===== src/odt_pkg.sv =====
// Purpose: Constants and state types for the oscillator divider and trim control
// Assumes: 16-bit registers reached over a plain strobe port
// Notes:   Addresses are word slots on a 3-bit address

package odt_pkg;

  localparam logic [2:0]  ADDR_OSC_LO  = 3'h0;
  localparam logic [2:0]  ADDR_OSC_HI  = 3'h1;
  localparam logic [2:0]  ADDR_CLOCK_DIVIDER  = 3'h2;
  localparam logic [2:0]  ADDR_TRIM    = 3'h3;

  localparam logic [7:0]  KEY_HI_1     = 8'h78;
  localparam logic [7:0]  KEY_HI_2     = 8'h9a;
  localparam logic [7:0]  KEY_LO_1     = 8'h46;
  localparam logic [7:0]  KEY_LO_2     = 8'h57;

  // Oscillator control bit positions
  localparam int          OC_SEL_LOCK  = 7;
  localparam int          OC_PIN_LOCK  = 6;
  localparam int          OC_CF        = 3;
  localparam int          OC_POSC      = 2;
  localparam int          OC_SOSC      = 1;
  localparam int          OC_OSW       = 0;

  // Clock divider bit positions
  localparam int          CD_ROI       = 15;
  localparam int          CD_DOZE_LSB  = 12;
  localparam int          CD_SLOWDOWN_ENABLE     = 11;
  localparam int          CD_FAST_RC_POSTSCALER_LSB = 8;
  localparam int          CD_PLL_BRANCH_POSTSCALER_LSB = 6;
  localparam int          CD_PLL_ALWAYS_ON     = 5;

  // Trim bit positions
  localparam int          TR_SELF_TRIM_ENABLE      = 15;
  localparam int          TR_IDLE      = 13;
  localparam int          TR_SRC       = 12;
  localparam int          TR_LPOL      = 10;
  localparam int          TR_RPOL      = 8;

  localparam logic [2:0]  DOZE_RST     = 3'h3;
  localparam logic [2:0]  FAST_RC_POSTSCALER_RST    = 3'h1;
  localparam logic [2:0]  OSC_PRI_PLL  = 3'h3;
  localparam logic [2:0]  OSC_FRC_PLL  = 3'h1;

  // Settle time after the new source is ready
  localparam logic [3:0]  SETTLE_CYC   = 4'ha;

  // Reference windows for frequency measurement
  localparam logic [4:0]  REF_N_USB    = 5'h01;
  localparam logic [4:0]  REF_N_SOSC   = 5'h1f;
  localparam logic [13:0] EXP_USB      = 14'h1f40;
  localparam logic [13:0] EXP_SOSC     = 14'h1e84;
  localparam logic [14:0] TOL_LOCK     = 15'h0010;
  localparam logic [14:0] TOL_RANGE    = 15'h0078;

  typedef enum logic [4:0] {
    UNL_IDLE = 5'b00001,
    UNL_HI1  = 5'b00010,
    UNL_HIOK = 5'b00100,
    UNL_LO1  = 5'b01000,
    UNL_LOOK = 5'b10000
  } odt_unl_t;

  typedef enum logic [2:0] {
    SW_IDLE   = 3'b001,
    SW_WAIT   = 3'b010,
    SW_SETTLE = 3'b100
  } odt_sw_t;

  typedef struct packed {
    odt_unl_t    unl;
    odt_sw_t     sw;
    logic [3:0]  settle;
    logic        init_done;
    logic [2:0]  current_oscillator_field;
    logic [2:0]  new_oscillator_field;
    logic        sel_lock;
    logic        pin_lock;
    logic        pll_locked;
    logic        cf;
    logic        posc_en;
    logic        sosc_en;
    logic        osw;
    logic        recover_on_interrupt;
    logic [2:0]  doze;
    logic        slowdown_enable;
    logic [2:0]  fast_rc_postscaler;
    logic [1:0]  pll_branch_postscaler;
    logic        pll_always_on;
    logic        self_trim_enable;
    logic        stidle;
    logic        trim_reference_select;
    logic        trim_locked_status;
    logic        trim_lock_irq_polarity;
    logic        trim_out_of_range;
    logic        range_irq_polarity;
    logic [5:0]  trim;
    logic [4:0]  refcnt;
    logic [13:0] frccnt;
    logic        irq;
    logic [15:0] rdata;
  } odt_state_t;

  localparam odt_state_t STATE_RST = '{
    unl: UNL_IDLE, sw: SW_IDLE, doze: DOZE_RST, fast_rc_postscaler: FAST_RC_POSTSCALER_RST, default: '0
  };

endpackage : odt_pkg


===== src/odt_ctrl.sv =====
// Purpose: Oscillator control, clock divider and fast RC self-trim registers
// Assumes: All inputs synchronous to clk_sys_i; tick inputs are one-cycle pulses
// Notes:   Notes on behaviour below
//
// Notes on behaviour
// - Monitor on and lock set refuses selections
// - Pin lock bit shows configuration lock
// - PLL status reads lock only while running
// - Switch start or non-PLL mode clears status; with PLL always-on set, non-PLL mode keeps it following lock
// - Failure sets flag; a software write of 0 or a switch start clears it
// - Primary sleep enable keeps oscillator in Sleep
// - Secondary enable bit drives 32 kHz oscillator
// - Request starts switch, reads 0 when done
// - Interrupt clears slowdown when recover set
// - Ratio code gives 1:2^code, reset 011
// - Slowdown off forces ratio 1:1
// - PLL branch postscaler code divides 1..8
// - PLL runs always or in PLL modes
// - Self-trim on makes trim field read-only
// - Idle-halt bit stops trimming in Idle
// - Reference select: USB frames or 32 kHz
// - Locked status within 0.2 percent
// - Out-of-range status suspends trimming
// - Polarity bits choose interrupt condition
// - Trim is signed offset from center
// - Completion clears request, copies selection
// - Key pairs unlock each control byte
// - Self-trim raises interrupt on drift
//
// Chosen here: the address-and-strobe port and the register addresses.

`timescale 1ns/10ps
`default_nettype none

module odt_ctrl
  import odt_pkg::*;
(
  input  wire logic        clk_sys_i,
  input  wire logic        rst_i,
  input  wire logic [2:0]  addr_i,
  input  wire logic [15:0] wdata_i,
  input  wire logic        wr_i,
  input  wire logic        rd_i,
  output logic      [15:0] rdata_o,
  input  wire logic [2:0]  init_osc_i,
  input  wire logic        fail_safe_clock_monitor_i,
  input  wire logic        one_way_pin_lock_config_i,
  input  wire logic        clock_fail_i,
  input  wire logic        osc_ready_i,
  input  wire logic        pll_lock_i,
  input  wire logic        irq_event_i,
  input  wire logic        idle_i,
  input  wire logic        frc_tick_i,
  input  wire logic        sof_tick_i,
  input  wire logic        sosc_tick_i,
  output logic      [2:0]  current_oscillator_o,
  output logic             switch_busy_o,
  output logic             pin_config_lock_o,
  output logic             primary_sleep_enable_o,
  output logic             secondary_osc_enable_o,
  output logic             pll_enable_o,
  output logic      [2:0]  doze_ratio_o,
  output logic      [2:0]  fast_rc_postscaler_o,
  output logic      [1:0]  pll_branch_postscaler_o,
  output logic      [5:0]  trim_field_o,
  output logic             self_trim_interrupt_o
);

  odt_state_t s_r;
  odt_state_t s_nxt;

  logic        sel_locked;
  logic        wr_lo_ok;
  logic        wr_hi_ok;
  logic        current_oscillator_field_pll;
  logic        new_oscillator_field_pll;
  logic        pll_run;
  logic        trim_run;
  logic        ref_tick;
  logic [4:0]  ref_n;
  logic [13:0] exp_cnt;
  logic [14:0] err;
  logic [14:0] err_abs;
  logic [7:0]  wb;

  assign wb        = wdata_i[7:0];
  assign sel_locked = fail_safe_clock_monitor_i & s_r.sel_lock;
  assign wr_lo_ok  = wr_i && addr_i == ADDR_OSC_LO && s_r.unl == UNL_LOOK;
  assign wr_hi_ok  = wr_i && addr_i == ADDR_OSC_HI && s_r.unl == UNL_HIOK;
  assign current_oscillator_field_pll  = s_r.current_oscillator_field == OSC_PRI_PLL || s_r.current_oscillator_field == OSC_FRC_PLL;
  assign new_oscillator_field_pll  = s_r.new_oscillator_field == OSC_PRI_PLL || s_r.new_oscillator_field == OSC_FRC_PLL;
  assign pll_run   = s_r.pll_always_on | current_oscillator_field_pll | (s_r.sw != SW_IDLE && new_oscillator_field_pll);
  assign trim_run  = s_r.self_trim_enable & ~(s_r.stidle & idle_i);
  assign ref_tick  = s_r.trim_reference_select ? sof_tick_i : (sosc_tick_i & s_r.sosc_en);
  assign ref_n     = s_r.trim_reference_select ? REF_N_USB : REF_N_SOSC;
  assign exp_cnt   = s_r.trim_reference_select ? EXP_USB : EXP_SOSC;
  assign err       = {1'b0, s_r.frccnt} - {1'b0, exp_cnt};
  assign err_abs   = err[14] ? 15'(-err) : err;

  always_comb begin
    s_nxt = s_r;

    // Strap load of the oscillator selection after reset release
    if (!s_r.init_done) begin
      s_nxt.init_done = 1'b1;
      s_nxt.current_oscillator_field      = init_osc_i;
      s_nxt.new_oscillator_field      = init_osc_i;
    end

    if (wr_i) begin
      unique case (s_r.unl)
        UNL_IDLE: begin
          if (addr_i == ADDR_OSC_HI && wb == KEY_HI_1) begin
            s_nxt.unl = UNL_HI1;
          end else if (addr_i == ADDR_OSC_LO && wb == KEY_LO_1) begin
            s_nxt.unl = UNL_LO1;
          end
        end
        UNL_HI1: begin
          s_nxt.unl = (addr_i == ADDR_OSC_HI && wb == KEY_HI_2) ? UNL_HIOK : UNL_IDLE;
        end
        UNL_LO1: begin
          s_nxt.unl = (addr_i == ADDR_OSC_LO && wb == KEY_LO_2) ? UNL_LOOK : UNL_IDLE;
        end
        UNL_HIOK, UNL_LOOK: begin
          s_nxt.unl = UNL_IDLE;
        end
      endcase
    end

    if (wr_hi_ok && !sel_locked && s_r.sw == SW_IDLE) begin
      s_nxt.new_oscillator_field = wb[2:0];
    end

    if (wr_lo_ok) begin
      if (wb[OC_SEL_LOCK]) begin
        s_nxt.sel_lock = 1'b1;
      end
      if (!(one_way_pin_lock_config_i && s_r.pin_lock)) begin
        s_nxt.pin_lock = wb[OC_PIN_LOCK];
      end
      if (!wb[OC_CF]) begin
        s_nxt.cf = 1'b0;
      end
      s_nxt.posc_en = wb[OC_POSC];
      s_nxt.sosc_en = wb[OC_SOSC];
      if (wb[OC_OSW] && !sel_locked) begin
        s_nxt.osw = 1'b1;
      end
    end

    // PLL lock status follows the running PLL
    s_nxt.pll_locked = pll_lock_i & pll_run;

    unique case (s_r.sw)
      SW_IDLE: begin
        if (s_r.osw) begin
          if (s_r.new_oscillator_field == s_r.current_oscillator_field) begin
            s_nxt.osw = 1'b0;
          end else begin
            s_nxt.pll_locked = 1'b0;
            s_nxt.cf         = 1'b0;
            s_nxt.sw         = SW_WAIT;
          end
        end
      end
      SW_WAIT: begin
        if (osc_ready_i && (!new_oscillator_field_pll || pll_lock_i)) begin
          s_nxt.settle = '0;
          s_nxt.sw     = SW_SETTLE;
        end
      end
      SW_SETTLE: begin
        s_nxt.settle = s_r.settle + 4'h1;
        if (s_r.settle == SETTLE_CYC - 4'h1) begin
          s_nxt.current_oscillator_field = s_r.new_oscillator_field;
          s_nxt.osw  = 1'b0;
          s_nxt.sw   = SW_IDLE;
        end
      end
    endcase

    if (clock_fail_i) begin
      s_nxt.cf = 1'b1;
    end

    if (wr_i && addr_i == ADDR_CLOCK_DIVIDER) begin
      s_nxt.recover_on_interrupt   = wdata_i[CD_ROI];
      s_nxt.doze  = wdata_i[CD_DOZE_LSB +: 3];
      s_nxt.slowdown_enable = wdata_i[CD_SLOWDOWN_ENABLE];
      s_nxt.fast_rc_postscaler = wdata_i[CD_FAST_RC_POSTSCALER_LSB +: 3];
      s_nxt.pll_branch_postscaler = wdata_i[CD_PLL_BRANCH_POSTSCALER_LSB +: 2];
      s_nxt.pll_always_on = wdata_i[CD_PLL_ALWAYS_ON];
    end
    if (irq_event_i && s_r.recover_on_interrupt) begin
      s_nxt.slowdown_enable = 1'b0;
    end

    if (wr_i && addr_i == ADDR_TRIM) begin
      s_nxt.self_trim_enable    = wdata_i[TR_SELF_TRIM_ENABLE];
      s_nxt.stidle  = wdata_i[TR_IDLE];
      s_nxt.trim_reference_select   = wdata_i[TR_SRC];
      s_nxt.trim_lock_irq_polarity  = wdata_i[TR_LPOL];
      s_nxt.range_irq_polarity = wdata_i[TR_RPOL];
      if (!s_r.self_trim_enable) begin
        s_nxt.trim = wdata_i[5:0];
      end
    end

    // Frequency measurement over the reference window
    if (!trim_run) begin
      s_nxt.refcnt = '0;
      s_nxt.frccnt = '0;
    end else begin
      if (frc_tick_i && s_r.frccnt != 14'h3fff) begin
        s_nxt.frccnt = s_r.frccnt + 14'h1;
      end
      if (ref_tick) begin
        s_nxt.refcnt = s_r.refcnt + 5'h1;
        if (s_r.refcnt == ref_n - 5'h1) begin
          s_nxt.refcnt = '0;
          s_nxt.frccnt = '0;
          s_nxt.trim_locked_status = err_abs <= TOL_LOCK;
          s_nxt.trim_out_of_range   = err_abs > TOL_RANGE;
          if (err_abs > TOL_LOCK && err_abs <= TOL_RANGE) begin
            if (err[14] && s_r.trim != 6'h1f) begin
              s_nxt.trim = s_r.trim + 6'h1;
            end else if (!err[14] && s_r.trim != 6'h20) begin
              s_nxt.trim = s_r.trim - 6'h1;
            end
          end
        end
      end
    end

    s_nxt.irq = s_r.self_trim_enable & ((s_r.trim_locked_status ^ s_r.trim_lock_irq_polarity) | (s_r.trim_out_of_range ^ s_r.range_irq_polarity));

    s_nxt.rdata = '0;
    if (rd_i) begin
      unique case (addr_i)
        ADDR_OSC_LO, ADDR_OSC_HI: begin
          s_nxt.rdata = {1'b0, s_r.current_oscillator_field, 1'b0, s_r.new_oscillator_field, s_r.sel_lock, s_r.pin_lock,
                         s_r.pll_locked, 1'b0, s_r.cf, s_r.posc_en, s_r.sosc_en, s_r.osw};
        end
        ADDR_CLOCK_DIVIDER: begin
          s_nxt.rdata = {s_r.recover_on_interrupt, s_r.doze, s_r.slowdown_enable, s_r.fast_rc_postscaler, s_r.pll_branch_postscaler, s_r.pll_always_on, 5'h00};
        end
        ADDR_TRIM: begin
          s_nxt.rdata = {s_r.self_trim_enable, 1'b0, s_r.stidle, s_r.trim_reference_select, s_r.trim_locked_status, s_r.trim_lock_irq_polarity,
                         s_r.trim_out_of_range, s_r.range_irq_polarity, 2'b00, s_r.trim};
        end
        default: begin
          s_nxt.rdata = '0;
        end
      endcase
    end
  end

  always_ff @(posedge clk_sys_i or posedge rst_i) begin
    if (rst_i) begin
      s_r <= STATE_RST;
    end else begin
      s_r <= s_nxt;
    end
  end

  assign rdata_o                 = s_r.rdata;
  assign current_oscillator_o    = s_r.current_oscillator_field;
  assign switch_busy_o           = s_r.osw;
  assign pin_config_lock_o       = s_r.pin_lock;
  assign primary_sleep_enable_o  = s_r.posc_en;
  assign secondary_osc_enable_o  = s_r.sosc_en;
  assign pll_enable_o            = pll_run;
  assign doze_ratio_o            = s_r.slowdown_enable ? s_r.doze : 3'h0;
  assign fast_rc_postscaler_o    = s_r.fast_rc_postscaler;
  assign pll_branch_postscaler_o = s_r.pll_branch_postscaler;
  assign trim_field_o            = s_r.trim;
  assign self_trim_interrupt_o   = s_r.irq;

  property p_fail_sets;
    @(posedge clk_sys_i) disable iff (rst_i) clock_fail_i |=> s_r.cf;
  endproperty
  a_fail_sets: assert property (p_fail_sets) else $error("fail flag not set");

  property p_switch_clears_lock;
    @(posedge clk_sys_i) disable iff (rst_i)
      (s_r.sw == SW_IDLE && s_r.osw && s_r.new_oscillator_field != s_r.current_oscillator_field) |=> (!s_r.pll_locked && s_r.sw == SW_WAIT);
  endproperty
  a_switch_clears_lock: assert property (p_switch_clears_lock) else $error("lock not cleared");

  property p_switch_done;
    @(posedge clk_sys_i) disable iff (rst_i)
      (s_r.sw == SW_WAIT && s_nxt.sw == SW_SETTLE) |-> ##11 (!s_r.osw && s_r.current_oscillator_field == s_r.new_oscillator_field);
  endproperty
  a_switch_done: assert property (p_switch_done) else $error("switch did not complete");

  property p_no_doze;
    @(posedge clk_sys_i) disable iff (rst_i) !s_r.slowdown_enable |-> doze_ratio_o == 3'h0;
  endproperty
  a_no_doze: assert property (p_no_doze) else $error("ratio not 1:1");

  property p_roi;
    @(posedge clk_sys_i) disable iff (rst_i) (irq_event_i && s_r.recover_on_interrupt) |=> !s_r.slowdown_enable;
  endproperty
  a_roi: assert property (p_roi) else $error("slowdown not cleared");

  property p_trim_ro;
    @(posedge clk_sys_i) disable iff (rst_i)
      (wr_i && addr_i == ADDR_TRIM && s_r.self_trim_enable && !ref_tick) |=> $stable(s_r.trim);
  endproperty
  a_trim_ro: assert property (p_trim_ro) else $error("trim written while self-trim");

  property p_idle_halt;
    @(posedge clk_sys_i) disable iff (rst_i)
      (s_r.stidle && idle_i) |=> (s_r.frccnt == 14'h0000 && s_r.refcnt == 5'h00);
  endproperty
  a_idle_halt: assert property (p_idle_halt) else $error("trimming ran in Idle");

  property p_pll_off;
    @(posedge clk_sys_i) disable iff (rst_i)
      (!s_r.pll_always_on && !current_oscillator_field_pll && s_r.sw == SW_IDLE) |-> !pll_enable_o ##1 !s_r.pll_locked;
  endproperty
  a_pll_off: assert property (p_pll_off) else $error("PLL active outside PLL mode");

  property p_hi_key;
    @(posedge clk_sys_i) disable iff (rst_i)
      (wr_i && addr_i == ADDR_OSC_HI && s_r.unl != UNL_HIOK && s_r.init_done) |=> $stable(s_r.new_oscillator_field);
  endproperty
  a_hi_key: assert property (p_hi_key) else $error("high byte written without keys");

  property p_locked;
    @(posedge clk_sys_i) disable iff (rst_i)
      (sel_locked && wr_lo_ok && !s_r.osw) |=> !s_r.osw;
  endproperty
  a_locked: assert property (p_locked) else $error("switch accepted while locked");

endmodule : odt_ctrl

`default_nettype wire


===== config.mk =====
export PLATFORM = sky130hd
export DESIGN_NAME = odt_ctrl
export DESIGN_NICKNAME = d
export VERILOG_FILES = /design/src/odt_pkg.sv /design/src/odt_ctrl.sv
export SDC_FILE = /design/constraint.sdc
export NUM_CORES = 1
export LEC_CHECK = 0
export ABC_AREA = 1
export BUFFER_PORTS_ARGS = -buffer_cell sky130_fd_sc_hd__buf_2
export CAP_MARGIN = 20
export CORE_ASPECT_RATIO = 0.7
export CORE_MARGIN = 2
export CORE_UTILIZATION = 40
export DETAILED_ROUTE_END_ITERATION = 7
export PLACE_DENSITY_LB_ADDON = 0.25
export SLEW_MARGIN = 40
export SYNTH_ARGS = -nofsm -noshare
export SYNTH_HDL_FRONTEND = slang
export SYNTH_SLANG_ARGS = --single-unit

===== constraint.sdc =====
create_clock -name clk_sys_i -period 5.4 [get_ports clk_sys_i]
set_input_delay 1.62 -clock clk_sys_i [delete_from_list [all_inputs] [get_ports clk_sys_i]]
set_output_delay 1.62 -clock clk_sys_i [all_outputs]
set_load 0.02 [all_outputs]

==> metrics.md <==
| Metric | Value |
|---|---|
| CTS tree | yes |
| Final Slew Violations | 0 |
| Placed Area | 5932 um^2 |
| Yosys reg bits | 86 |
| Tcrit/Tclk final | 62.32% |
| Final-report setup violation count | 0 |
| Initial antenna violation count | 0 |
| First-pass GRT wire length | 22.19 mm |
| Cell area after layout | 6223 um^2 |
| Crit path time final | 3.365 ns |
| Worst Path Max Fanout | 12 |
| Commonest non-fill, non-tap cell in the layout | nand2_1 |
| Mapped Cells | 754 |
| RSZ-0062 raised after global routing | no |
| Final cell count without fillers | 999 |
| Tot Pwr | 2073 uW |
| Total gr overflow | 0 |
| Die X-Extent | 145.0 um |
| Largest net degree at the start of global routing | 52 |
| CTS Root Cell | clkbuf_16 |
| Worst-path cell chain | buf_2, inv_1, nor2_1, nand2_1, nor2_1, nand2_1, nand2_1, o21ai_0, inv_1, nor2_1, a221oi_1, nand3_1, nand2_1, inv_1 |
| Clock buffer depth | 2 |
| WL/cell | 13.99 um |
| Layout cells sized above 1 | 16.19% |
| Drt first pass iters | 6 |
| Hold Path Class | flip-flop to flip-flop |
| Delay-heaviest family, CP | simple AND/OR/NAND/NOR gates |
| Slowest cell on the critical path | nor2_1 |
| Clock Skews | 0.01109 ns |
| Final Hold Viols | 0 |
| GR Util All Layers | 19.11% |
| WP data arrival | 3.61 ns |
| Post-Syn Nets | 803 |
| Setup_tns | 0 ns |
| Routed vias/inst | 4.900 |
| Worst vdd ir | 0.0001565 V |
| Die ar. | 14900 um^2 |
| Clock sink count | 86 |
| Main flop type after synthesis | dfrtp_1 |
| Fmax | 0.2972 GHz |
| Hold-fix buffers at CTS | 0 |
| Vias in the first global route | 4223 |
| # rows | 36 |
| Clk Latency, worst-skew pair | 0.35 ns |
| Final HPWL DP | 10.83 mm |
| Most frequent cells in the layout | nand2_1 (190), inv_1 (117), dfrtp_1 (81) |
| Top Ports | 75 |
| Crit Path Category | primary input to flip-flop |
| Die Ht | 102.7 um |
| Static leakage | 0.003283 uW |
| Initial Utilization | 40.54% |
| Worst Setup End Kind | flip-flop |
| Depth of the CTS H-tree | 3 |
| Slowest Stage Delay on Critical Path | 0.45 ns |
| Diodes inserted | 0 |
| Asr flop ratio synth | 100.0% |
| Distinct cells, synth | 51 |
| Setup Buffers After CTS | 0 |
| Area grow syn2layout | 11.75% |
| Status | finished, final reports clean |
| Post-synth EDFFs | 0 |
| Post-CTS sizing | 0 |
| Drt initial violations | 481 |
| DRC errors left | 0 |
| Fin nets | 853 |
| IO Port Bufs | 74 |
| GP Congestion | 0.9772 |
| Routed Antenna Nets | 0 |
| CORE AREA | 13740 um^2 |
| Avg Cell Area, Syn | 7.386 um^2 |
| Reg clk slew, reported paths | 0.07 ns |
| Finished Core Util | 45.30% |
| Via count | 4895 |
| Max cap viols | 0 |
| Ys Warns | 0 |
| Area of the mapped netlist | 5569 um^2 |
| DRT Wirelength | 13.98 mm |
| Cells after DPL | 983 |
| Slew HR | 51.22% |
| Most Frequent Cell on Critical Path | nand2_1 |
| Critical path startpoint category | primary input |
| Critical path required time | 5.64 ns |
| Worst path buffer plus inverter count | 4 |
| Worst slew pin tran | 0.7268 ns |
| Sequential fraction of the synthesis area | 38.76% |
| P per Cell Area | 333.0 nW/um^2 |
| CTS buffer count | 9 |
[stage by stage]
step	hold slack (ns)	setup WS, ns
2_1_floorplan	0.4453	1.566
3_3_place_gp	0.4917	1.794
3_5_place_dp	0.4809	1.686
4_1_cts	0.4939	2.048
5_1_grt	0.5209	1.699
6_report	0.4957	2.035
[kinds of logic after synthesis]
family | Yosys count | share of synthesized area (%)
simple gates | 344 | 27.77
buf+inv | 162 | 13.17
compound gates | 116 | 12.02
flops | 86 | 38.76
xor+xnor | 25 | 3.932
fa+ha+maj | 13 | 2.921
mux | 7 | 1.370
other cells | 1 | 0.06734
[final cells by class]
cell class                      count  area, um^2
Sequential cell                    86        2158
Multi-Input combinational cell    506        2678
Fill cell                        1370        7515
Clock inverter                      7       66.31
Inverter                          126       480.5
Clock buffer                        9       225.2
Tap cell                          190       237.7
Timing Repair Buffer               75       377.9
[final timing paths]
path	startpoint	cells past startpoint	slack [ns]	endpoint
max	addr_i[1]	14	2.03	trim_field_o[3]
min	s_r[59]	1	0.50	s_r[55]
max reg2reg	s_r[46]	20	2.35	trim_field_o[5]
min reg2reg	s_r[59]	1	0.50	s_r[55]
max in group asynchronous	rst_i	3	3.28	rdata_o[0]
min in group asynchronous	rst_i	2	1.29	s_r[47]
[cells in the mapped netlist, drive strengths merged, types with 2 or more instances]
cell | instances | area share [%]
xnor2 | 7 | 1.1
mux2i | 2 | 0.36
clkinv | 2 | 0.13
nor2 | 64 | 5.1
ha | 13 | 2.9
inv | 124 | 8.4
o21bai | 2 | 0.27
o22ai | 2 | 0.22
o31ai | 2 | 0.27
nor4 | 2 | 0.22
a211oi | 3 | 0.40
a21oi | 25 | 2.3
dfstp | 5 | 2.4
o211ai | 6 | 0.81
buf | 33 | 4.4
a221oi | 3 | 0.47
dfrtp | 81 | 36
xor2 | 18 | 2.8
a31oi | 2 | 0.22
nand3b | 4 | 0.54
o21ai | 59 | 5.3
mux2 | 5 | 1.0
nor3 | 20 | 1.9
clkbuf | 3 | 0.20
nand3 | 49 | 5.2
nand4 | 10 | 1.4
a22oi | 6 | 0.81
nand2 | 194 | 13
[worst reg2reg max path, stage by stage, from the launching register on]
cell,delay [ns]
dfrtp_1,0.42
inv_1,0.27
ha_1,0.28
ha_1,0.25
inv_1,0.06
nand2_1,0.05
nand2_1,0.07
inv_2,0.07
nand2_1,0.07
inv_1,0.06
nand2_1,0.05
nor2_1,0.21
nand4_1,0.17
nand2_1,0.09
nand2_1,0.09
nand4_1,0.15
nor2_1,0.08
nor2_2,0.27
nand3_1,0.13
nand2_1,0.09
inv_1,0.03
[layer usage]
layer	GRT usage [%]	share of wire, %
met5	0	0
met4	5.407	0.88
met3	5.000	8.4
met2	23.41	36
met1	31.43	55
[power by group]
| part | internal (uW) | switching [uW] | total, uW | leakage (uW) |
|---|---|---|---|---|
| clock network | 323 | 290 | 613 | 0.000142 |
| logic | 223 | 401 | 624 | 0.00203 |
| registers | 741 | 94.8 | 836 | 0.00111 |
[registers in the layout, indices dropped and copies added, names as in the netlist]
signal                   flops
current_oscillator_o         3
fast_rc_postscaler_o         3
pin_config_lock_o            1
pll_branch_postscaler_o      2
primary_sleep_enable_o       1
rdata_o                     16
s_r                         51
secondary_osc_enable_o       1
self_trim_interrupt_o        1
switch_busy_o                1
trim_field_o                 6
Note: power is estimated with default switching activity, not from simulation.
